<file path="src/tcp_consts.svh">
// register map, field positions and counts of the test-pattern control block
`ifndef TCP_CONSTS_SVH
`define TCP_CONSTS_SVH
`define TCP_ADDR_CTRL 8'h06
`define TCP_ADDR_HOLD 8'h07
`define TCP_ADDR_ERR_MSB 8'h0c
`define TCP_ADDR_ERR_LSB 8'h0d
`define TCP_CTRL_RESET 8'h00
`define TCP_BIT_CLEAR_CH 7
`define TCP_BIT_OH_SERIAL 6
`define TCP_BIT_UNUSED 5
`define TCP_BIT_ENABLE 4
`define TCP_BIT_SPARE 3
`define TCP_BIT_BURST 2
`define TCP_BIT_DONE 1
`define TCP_BIT_SYNC 0
`define TCP_CELL_BITS 384
`define TCP_BURST_CELLS 1024
`define TCP_LOCK_RUN 32
`define TCP_LOSS_RUN 8
`define TCP_PRBS_SEED 15'h7fff
`endif

</file>
<file path="src/tcp_pkg.sv">
// types and the shared pattern polynomial of the test-pattern block
package tcp_pkg;
  typedef enum logic [0:0] {
    TCP_IDLE = 1'b0,
    TCP_RUN = 1'b1
  } tcp_burst_t;
  // x^15 + x^14 + 1, used by both generator and checker
  function automatic logic tcp_prbs_fb(input logic [14:0] s);
    tcp_prbs_fb = s[14] ^ s[13];
  endfunction : tcp_prbs_fb
endpackage : tcp_pkg

</file>
<file path="src/tcp_checker.sv">
// self-synchronising pattern checker with lock and loss-of-lock hunting
`include "tcp_consts.svh"
module tcp_checker #(
  parameter int LOCK_RUN = `TCP_LOCK_RUN,
  parameter int LOSS_RUN = `TCP_LOSS_RUN
) (
  // clock and reset
  input wire logic sys_clk,
  input wire logic resetn,
  // received stream
  input wire logic hunt_clear,
  input wire logic bit_en,
  input wire logic bit_in,
  // results
  output logic locked_q,
  output logic err_q
);
  logic [14:0] shr_q, shr_d;
  logic [7:0] run_q, run_d;
  logic locked_d, err_d, miss;

  assign miss = tcp_pkg::tcp_prbs_fb(shr_q) != bit_in;

  // received bits seed the predictor, so lock needs no alignment search
  always_comb begin
    shr_d = shr_q;
    run_d = run_q;
    locked_d = locked_q;
    err_d = 1'b0;
    if (hunt_clear) begin
      run_d = 8'h00;
      locked_d = 1'b0;
    end else if (bit_en) begin
      shr_d = {shr_q[13:0], bit_in};
      if (!locked_q) begin
        run_d = miss ? 8'h00 : run_q + 8'h01;
        if (!miss && run_q == 8'(LOCK_RUN - 1)) begin
          locked_d = 1'b1;
          run_d = 8'h00;
        end
      end else begin
        err_d = miss;
        run_d = miss ? run_q + 8'h01 : 8'h00;
        if (miss && run_q == 8'(LOSS_RUN - 1)) begin
          locked_d = 1'b0;
          run_d = 8'h00;
        end
      end
    end
  end

  always_ff @(posedge sys_clk) begin
    if (!resetn) begin
      shr_q <= 15'h0000;
      run_q <= 8'h00;
      locked_q <= 1'b0;
      err_q <= 1'b0;
    end else begin
      shr_q <= shr_d;
      run_q <= run_d;
      locked_q <= locked_d;
      err_q <= err_d;
    end
  end

  // errors only ever reported while locked
  err_locked_a: assert property (@(posedge sys_clk)
    disable iff (!resetn) err_q |-> $past(locked_q))
    else $error("error before lock");
endmodule : tcp_checker

</file>
<file path="src/tcp_test_pattern.sv">
// test-cell / raw pattern unit: control register, generator, error total
`include "tcp_consts.svh"
module tcp_test_pattern #(
  parameter int CELL_BITS = `TCP_CELL_BITS,
  parameter int BURST_CELLS = `TCP_BURST_CELLS
) (
  // clock and reset
  input wire logic sys_clk,
  input wire logic resetn,
  // microprocessor port
  input wire logic cpu_cs,
  input wire logic cpu_rd,
  input wire logic cpu_wr,
  input wire logic [7:0] cpu_addr,
  input wire logic [7:0] cpu_wdata,
  input wire logic cpu_bus_8bit,
  output logic [7:0] cpu_rdata_q,
  output logic [15:0] cpu_rdata16_q,
  // transmit side
  input wire logic tx_bit_en,
  output logic tx_pattern_bit_q,
  output logic tx_pattern_valid_q,
  output logic tx_cell_start_q,
  output logic tx_oh_from_serial_q,
  output logic clear_channel_q,
  // receive side
  input wire logic rx_bit_en,
  input wire logic rx_cell_payload_valid,
  input wire logic rx_bit
);
  ////////////////////////////////////////////////////////////////////////
  logic [7:0] ctrl_q, ctrl_d;
  logic en_prev_q, en_rise;
  tcp_pkg::tcp_burst_t burst_q, burst_d;
  logic done_q, done_d;
  logic [9:0] cell_cnt_q, cell_cnt_d;
  logic [8:0] bit_cnt_q, bit_cnt_d;
  logic [14:0] gen_q, gen_d;
  logic [15:0] acc_q, acc_d;
  logic [7:0] hold_q, hold_d;
  logic [7:0] rdata_d;
  logic [15:0] rdata16_d;
  logic cc, ena, burst_sel, gen_on, cell_end, rd, wr;
  logic rx_take, locked, err;
  logic tx_bit_d, tx_valid_d, tx_start_d;

  assign cc = ctrl_q[`TCP_BIT_CLEAR_CH];
  assign ena = ctrl_q[`TCP_BIT_ENABLE];
  assign burst_sel = ctrl_q[`TCP_BIT_BURST] && !cc;
  assign en_rise = ena && !en_prev_q;
  assign rd = cpu_cs && cpu_rd;
  assign wr = cpu_cs && cpu_wr;
  // continuous runs while enabled, burst only while its count lasts
  assign gen_on = ena && (!burst_sel || burst_q == tcp_pkg::TCP_RUN);
  assign cell_end = tx_bit_en && bit_cnt_q == 9'(CELL_BITS - 1);

  ////////////////////////////////////////////////////////////////////////
  // control register; bit 5 never stores, status bits are not stored here
  always_comb begin
    ctrl_d = ctrl_q;
    if (wr && cpu_addr == `TCP_ADDR_CTRL) begin
      ctrl_d = cpu_wdata & 8'hdc;
    end
  end

  // mode pin moves only with a control write, one cycle after it
  mode_follows_a: assert property (@(posedge sys_clk)
    disable iff (!resetn) clear_channel_q == ($past(wr &&
    cpu_addr == `TCP_ADDR_CTRL) ? $past(cpu_wdata[`TCP_BIT_CLEAR_CH]) :
    $past(clear_channel_q))) else $error("mode output stale");
  oh_route_a: assert property (@(posedge sys_clk)
    disable iff (!resetn) tx_oh_from_serial_q |-> !cc && ctrl_q[6])
    else $error("oh route");

  ////////////////////////////////////////////////////////////////////////
  // burst sequencer and burst-complete flag
  always_comb begin
    burst_d = burst_q;
    done_d = done_q;
    cell_cnt_d = cell_cnt_q;
    if (!ena) begin
      burst_d = tcp_pkg::TCP_IDLE;
    end
    case (burst_q)
      tcp_pkg::TCP_IDLE: begin
        if (en_rise && burst_sel) begin
          burst_d = tcp_pkg::TCP_RUN;
          done_d = 1'b0;
          cell_cnt_d = 10'h000;
        end
      end
      tcp_pkg::TCP_RUN: begin
        if (!ena || !burst_sel) begin
          burst_d = tcp_pkg::TCP_IDLE;
        end else if (cell_end) begin
          cell_cnt_d = cell_cnt_q + 10'h001;
          if (cell_cnt_q == 10'(BURST_CELLS - 1)) begin
            burst_d = tcp_pkg::TCP_IDLE;
            done_d = 1'b1;
          end
        end
      end
      default: burst_d = tcp_pkg::TCP_IDLE;
    endcase
  end

  // a new burst always starts with the flag low
  done_clear_a: assert property (@(posedge sys_clk)
    disable iff (!resetn) en_rise && burst_sel &&
    burst_q == tcp_pkg::TCP_IDLE |=> !done_q &&
    burst_q == tcp_pkg::TCP_RUN) else $error("burst start");
  // checks the state, not gen_on: a write to continuous may coincide
  burst_stop_a: assert property (@(posedge sys_clk)
    disable iff (!resetn) burst_q == tcp_pkg::TCP_RUN && cell_end &&
    ena && burst_sel && cell_cnt_q == 10'(BURST_CELLS - 1) |=>
    done_q && burst_q == tcp_pkg::TCP_IDLE) else $error("burst end");

  ////////////////////////////////////////////////////////////////////////
  // pattern generator: ATM cells of payload bits, or a raw stream
  always_comb begin
    gen_d = gen_q;
    bit_cnt_d = bit_cnt_q;
    tx_bit_d = tx_pattern_bit_q;
    tx_valid_d = 1'b0;
    tx_start_d = 1'b0;
    if (!gen_on) begin
      bit_cnt_d = 9'h000;
    end else if (tx_bit_en) begin
      tx_bit_d = tcp_pkg::tcp_prbs_fb(gen_q);
      gen_d = {gen_q[13:0], tcp_pkg::tcp_prbs_fb(gen_q)};
      tx_valid_d = 1'b1;
      tx_start_d = !cc && bit_cnt_q == 9'h000;
      bit_cnt_d = cell_end ? 9'h000 : bit_cnt_q + 9'h001;
    end
  end

  // no pattern bit leaves while the enable bit is low
  gen_off_a: assert property (@(posedge sys_clk)
    disable iff (!resetn) !$past(ena) |-> !tx_pattern_valid_q)
    else $error("generator on");

  ////////////////////////////////////////////////////////////////////////
  // receiver hands bits to the checker: test-cell payload or raw stream
  assign rx_take = cc ? rx_bit_en : rx_cell_payload_valid;

  tcp_checker #(
    .LOCK_RUN(`TCP_LOCK_RUN),
    .LOSS_RUN(`TCP_LOSS_RUN)
  ) u_chk (
    .sys_clk(sys_clk),
    .resetn(resetn),
    .hunt_clear(!ena),
    .bit_en(rx_take),
    .bit_in(rx_bit),
    .locked_q(locked),
    .err_q(err)
  );

  ////////////////////////////////////////////////////////////////////////
  // error total, cleared by a read; an error in the read cycle still counts
  always_comb begin
    logic rd_acc;
    rd_acc = rd && (cpu_addr == `TCP_ADDR_ERR_MSB ||
                    cpu_addr == `TCP_ADDR_ERR_LSB);
    acc_d = rd_acc ? 16'h0000 : acc_q;
    hold_d = hold_q;
    if (err && acc_d != 16'hffff) begin
      acc_d = acc_d + 16'h0001;
    end
    if (rd_acc && cpu_bus_8bit) begin
      hold_d = (cpu_addr == `TCP_ADDR_ERR_MSB) ? acc_q[7:0] : acc_q[15:8];
    end
  end

  // a high-byte read restarts the total; one error may land with it
  acc_restart_a: assert property (@(posedge sys_clk)
    disable iff (!resetn) rd && cpu_addr == `TCP_ADDR_ERR_MSB |=>
    acc_q <= 16'h0001) else $error("total not restarted");
  hold_park_a: assert property (@(posedge sys_clk)
    disable iff (!resetn) rd && cpu_bus_8bit &&
    cpu_addr == `TCP_ADDR_ERR_MSB |=> hold_q == $past(acc_q[7:0]))
    else $error("holding byte");

  ////////////////////////////////////////////////////////////////////////
  // read data, registered one cycle after the strobe
  always_comb begin
    rdata_d = cpu_rdata_q;
    rdata16_d = cpu_rdata16_q;
    if (rd) begin
      case (cpu_addr)
        `TCP_ADDR_CTRL: rdata_d = {ctrl_q[7:6], 1'b0, ctrl_q[4:2],
                                   done_q, locked};
        `TCP_ADDR_HOLD: rdata_d = hold_q;
        `TCP_ADDR_ERR_MSB: rdata_d = acc_q[15:8];
        `TCP_ADDR_ERR_LSB: rdata_d = acc_q[7:0];
        default: rdata_d = 8'h00;
      endcase
      rdata16_d = acc_q;
    end
  end

  // the unused bit never reads back as one
  unused_zero_a: assert property (@(posedge sys_clk)
    disable iff (!resetn) $past(rd) && $past(cpu_addr) ==
    `TCP_ADDR_CTRL |-> !cpu_rdata_q[5])
    else $error("bit 5 not zero");

  ////////////////////////////////////////////////////////////////////////
  always_ff @(posedge sys_clk) begin
    if (!resetn) begin
      ctrl_q <= `TCP_CTRL_RESET;
      en_prev_q <= 1'b0;
      burst_q <= tcp_pkg::TCP_IDLE;
      done_q <= 1'b0;
      cell_cnt_q <= 10'h000;
      bit_cnt_q <= 9'h000;
      gen_q <= `TCP_PRBS_SEED;
      acc_q <= 16'h0000;
      hold_q <= 8'h00;
      cpu_rdata_q <= 8'h00;
      cpu_rdata16_q <= 16'h0000;
      tx_pattern_bit_q <= 1'b0;
      tx_pattern_valid_q <= 1'b0;
      tx_cell_start_q <= 1'b0;
      tx_oh_from_serial_q <= 1'b0;
      clear_channel_q <= 1'b0;
    end else begin
      ctrl_q <= ctrl_d;
      en_prev_q <= ena;
      burst_q <= burst_d;
      done_q <= done_d;
      cell_cnt_q <= cell_cnt_d;
      bit_cnt_q <= bit_cnt_d;
      gen_q <= gen_d;
      acc_q <= acc_d;
      hold_q <= hold_d;
      cpu_rdata_q <= rdata_d;
      cpu_rdata16_q <= rdata16_d;
      tx_pattern_bit_q <= tx_bit_d;
      tx_pattern_valid_q <= tx_valid_d;
      tx_cell_start_q <= tx_start_d;
      tx_oh_from_serial_q <= ctrl_d[`TCP_BIT_OH_SERIAL] &&
                             !ctrl_d[`TCP_BIT_CLEAR_CH];
      clear_channel_q <= ctrl_d[`TCP_BIT_CLEAR_CH];
    end
  end

endmodule : tcp_test_pattern

</file>
<file path="config.mk">
export PLATFORM = sky130hd
export DESIGN_NAME = tcp_test_pattern
export DESIGN_NICKNAME = d
export VERILOG_FILES = /design/src/tcp_pkg.sv /design/src/tcp_checker.sv /design/src/tcp_test_pattern.sv
export VERILOG_INCLUDE_DIRS = /design/src
export SDC_FILE = /design/constraint.sdc
export NUM_CORES = 1
export LEC_CHECK = 0
export BUFFER_PORTS_ARGS = -buffer_cell sky130_fd_sc_hd__buf_2
export CAP_MARGIN = 20
export CORE_MARGIN = 3
export CORE_UTILIZATION = 40
export DETAILED_ROUTE_END_ITERATION = 7
export MAX_ROUTING_LAYER = met4
export SETUP_SLACK_MARGIN = 0.05
export SYNTH_ARGS = -nofsm -noshare
export SYNTH_HDL_FRONTEND = slang
export SYNTH_HIERARCHICAL = 1
export SYNTH_SLANG_ARGS = --single-unit
</file>
<file path="constraint.sdc">
create_clock -name sys_clk -period 3.6 [get_ports sys_clk]
set_input_delay 0.18 -clock sys_clk [delete_from_list [all_inputs] [get_ports sys_clk]]
set_output_delay 0.18 -clock sys_clk [all_outputs]
set_load 0.01 [all_outputs]
</file>
==> results by stage <==
STA:
- The worst hold margin is 0.009627 ns.
- The final critical delay including setup and external delays is 2.206 ns.
- The final hold violation count was 0.
- The relative slew slack is 38.09%.
- Setup violations remaining at the end of the flow were counted as 0.
- For the final routed database, the setup TNS stands at 0 ns.
- The count of final max-slew check failures is 0.
- After layout, the worst path uses 61.29% of the clock period.
- Based on the critical path, the design can be clocked at up to 453.3 MHz.
- Setup repair after global routing left no endpoint under its margin.
- For the pin with the worst max-slew slack, the measured transition is 0.9264 ns.
- For the final database, setup skew stands at 0.007696 ns.

Clock network:
- TritonCTS built the clock tree.
- The number of buffers on the longest clock path is 2.
- Gates resized during post-CTS repair numbered 0.
- In this run the post-CTS setup repair buffer count came out at 0.
- The number of clock buffers added by TritonCTS is 17.
- The clock slew at the register clock pins of the worst setup and hold paths is 0.05 ns.
- The number of levels the H-tree was split into is 4.
- The clock drives 119 sinks.
- The clock root buffer is clkbuf_16.
- The clock reaches the later pin of the worst-skew pair after 0.41 ns.

Route:
- The via count of the routed design is 4922.
- The number of antenna-violating nets in the routed design is 0.
- The number of iterations in the first detailed-routing pass is 5.
- For this run, design rule violations remaining after detail routing come to 0.
- The final layout contains routed wiring with a total length of 13720 µm.
- In this run, the number of DRC markers left after iteration 0 of detailed routing was 292.
- The routed wirelength normalized by instance count is 15.62 µm.
- The via density per instance is 5.606.

Worst setup path:
- The endpoint of the worst register-to-register path is u_chk/shr_q[1]$_SDFFE_PN0P_.
- Along the worst path, the maximum fanout reaches 12.
- The worst reg-to-reg path cell count is 5.
- STA classifies the critical path startpoint as a primary input.
- Data arrives at the worst endpoint at 2.54 ns.
- The worst setup slack for register-to-register paths is 1.42 ns.
- Data on the critical path is required at its endpoint by 3.94 ns.
- The beginning of the worst register-to-register path is clear_channel_q$_SDFF_PN0_.
- STA classifies the critical path endpoint as a register.
- The critical path class is primary input to register.

Floorplan:
- The x dimension of the die is 125.0 µm.
- The chip height is 125.0 µm.
- The die area is 15630 µm².
- The floorplan has 42 rows.
- The initial utilization of the core area, before any placement, comes to 41.80%.
- The core area is 13560 µm².
- The count of boundary I/O pins is 55.

Logic synthesis:
- Synthesis produced a netlist whose cell count is 658.
- The synthesized area per cell is 8.612 µm².
- The synthesized design spends more area on one cell type than any other, namely dfxtp_1.
- For this run, the register share of the synthesized area comes to 42.04%.
- For this run, the leading register cell type out of synthesis is dfxtp_1.
- Counting flops with a built-in enable in the synthesized netlist gives 0.
- Sorting the synthesized cells by area gives the leading types as dfxtp_1 42%, nand2_1 7.6%, mux2i_1 5.3%.
- By count the netlist is led by 119 x dfxtp_1, 114 x nand2_1, 45 x a21oi_1.
- The async set-or-reset flop fraction in the synthesized netlist is 0%.
- The number of storage elements in the synthesis netlist is 119.
- The portion of synthesized cell area occupied by the leading cell type is 42.04%.
- The most numerous cell in the Yosys netlist is dfxtp_1.
- The number of warnings printed during yosys synthesis is 6.
- The total standard cell area after synthesis is 5667 µm².
- Counting every net in the synthesized netlist gives 689.
- The number of distinct library cells after synthesis is 71.

Pwr:
- The reported leakage power is 2.438 nW.
- The share of total power dissipated in combinational logic is 2.8%.
- In this run, flip-flops and latches consume 41.8% of the power.
- The share of total power dissipated in the clock network is 55.4%.
- The switching part of the total power is 20.33%.
- VDD sags by at most 263.3 µV.
- The cell internal power dissipation is 2.511 mW.
- The power density of the placed cells is 477.0 nW/µm².
- The switching power summed over all nets is 0.6409 mW.

Hold path:
- In this run the most critical hold path is launched from cpu_wdata[4].
- For hold timing, the worst endpoint is ctrl_q[4]$_SDFFE_PN0P_.
- The tightest min-delay check is of the primary input to register type.
- The number of instances on the worst hold path is 3.

Final layout:
- The total number of nets in the final design is 719.
- At the end of the flow the core is filled with cells to 48.74%.
- Of the cells placed in the final design, the portion with a size suffix greater than 1 is 15.12%.
- The filler cells instantiated in the layout total 1277.
- Compared with the post-synthesis result, the final layout area differs by 16.63%.

Global routing:
- The initial antenna violation count is 1.
- Global routing used 18.36% of the available tracks.
- The maximum number of pins on one net before global-route repair is 43.
- The via count of the first global-routing pass came to 4692.
- The global-route wire length before repair is 22970 µm.
- For this run the aggregate overflow at the end of global routing stands at 0.

Placed design:
- The estimated wirelength of the detail-placed design is 9281 µm.
- In this run the tool buffered the top-level ports with 51 buffer cells.
- The final RePlAce weighted congestion is 0.9032.

Outcome:
- The flow ran to the end, and the final reports show no timing, DRC or antenna violations.

Job:
- The number of max-cap violations is 0.
==> metrics by stage <==
stage                     worst slack [ns]  instances  power [mW]  instance area, µm²
final                                1.394        878       3.152                6609
after global routing                 1.154        878       3.250                6609
after detailed placement            0.9763        843       1.432                5962
after global placement               1.109        843       1.430                5962
after floorplan                      1.557        658       1.402                5667
after CTS                            1.405        877       3.187                6606
==> layout by cell type (no fill, tap or decap), types with 3 or more instances in the layout <==
cell type	count
nor2b_1	4
ha_1	5
dfxtp_1	119
nand2_1	114
nand3_1	38
a211oi_1	6
inv_1	16
o21ai_0	15
clkbuf_8	8
or4_1	8
buf_2	51
mux2i_1	30
o31ai_1	9
clkbuf_16	17
o22ai_1	10
and2_1	6
a22oi_1	8
o41ai_1	3
nand4_1	15
a21oi_2	3
xor2_1	8
a21boi_1	15
nand4_2	3
a21oi_1	45
nand2b_1	13
nor4_1	3
nor3_1	9
o311ai_0	3
nor2_1	27
and4_1	7
or3_1	5
nor4b_1	3
and3_1	11
o21ai_1	3
==> logic make-up after synthesis <==
group                    after synthesis  share of synthesized area [%]
XOR/XNOR                              12                          2.363
AO/OA/AOI/OAI                        137                          16.34
adder cells (fa/ha/maj)                5                          1.104
multiplexers                          32                          5.697
buffers and inverters                 61                          4.571
AND/OR/NAND/NOR                      292                          27.89
flip-flops                           119                          42.04
==> sequential cells by signal, summed over array words and instances (netlist names), 4 cells and up <==
register and flops:
cpu_rdata16_q 16, u_chk/run_q 8, u_chk/shr_q 15, bit_cnt_q 9
ctrl_q 4, cpu_rdata_q 8, gen_q 15, cell_cnt_q 10
hold_q 8, acc_q 16
==> cell type report <==
class,instances,area (µm²),share of cell area (%)
clock buffer,26,539.3,8.160
timing repair buffer,55,290.3,4.392
inverter,17,63.81,0.9655
antenna,1,2.502,0.03786
tap,176,220.2,3.332
clock inverter,6,85.08,1.287
multi-input combinational,478,3025,45.78
sequential,119,2382,36.05
==> critical path: stages <==
cell and delay [ns]:
buf_2 0.11, nor4b_2 0.38, nand3_1 0.44, and2_1 0.32, ha_1 0.28, nand2_1 0.11, nor4_2 0.08, nor4b_1 0.41
mux2i_1 0.22
==> power by group through the flow <==
stage	Sequential (mW)	Clock (mW)	Combinational, mW
finish	1.32	1.75	0.0871
global route	1.32	1.84	0.0950
CTS	1.32	1.78	0.0875
global placement	1.35	0	0.0838
detailed placement	1.35	0	0.0854
floorplan	1.35	0	0.0557
==> repair_timing <==
action / in CTS / in global routing
hold buffers: 2 / 0
hold endpoints to repair: 2 / 0
setup endpoints to repair: 0 / 0
==> metal layers <==
metal | global-route usage, % | part of all wire, % | routed length (µm)
met1 | 22.01 | 46 | 6251
met5 | - | 0 | 0
met3 | 5.544 | 5.8 | 794
met2 | 28.82 | 47 | 6484
met4 | 7.653 | 1.4 | 188
==> how the worst max path moves through the flow <==
stage	slack, ns	from	to
CTS	1.41	cpu_addr[5]	acc_q[13]$_SDFF_PN0_
global route	1.15	clear_channel_q$_SDFF_PN0_	u_chk/shr_q[1]$_SDFFE_PN0P_
finish	1.39	cpu_addr[5]	acc_q[13]$_SDFF_PN0_
floorplan	1.56	cpu_addr[5]	acc_q[13]$_SDFF_PN0_
global placement	1.11	cpu_addr[5]	acc_q[15]$_SDFF_PN0_
detailed placement	0.98	cpu_addr[5]	acc_q[13]$_SDFF_PN0_
Power figures use the tool's default switching activity.
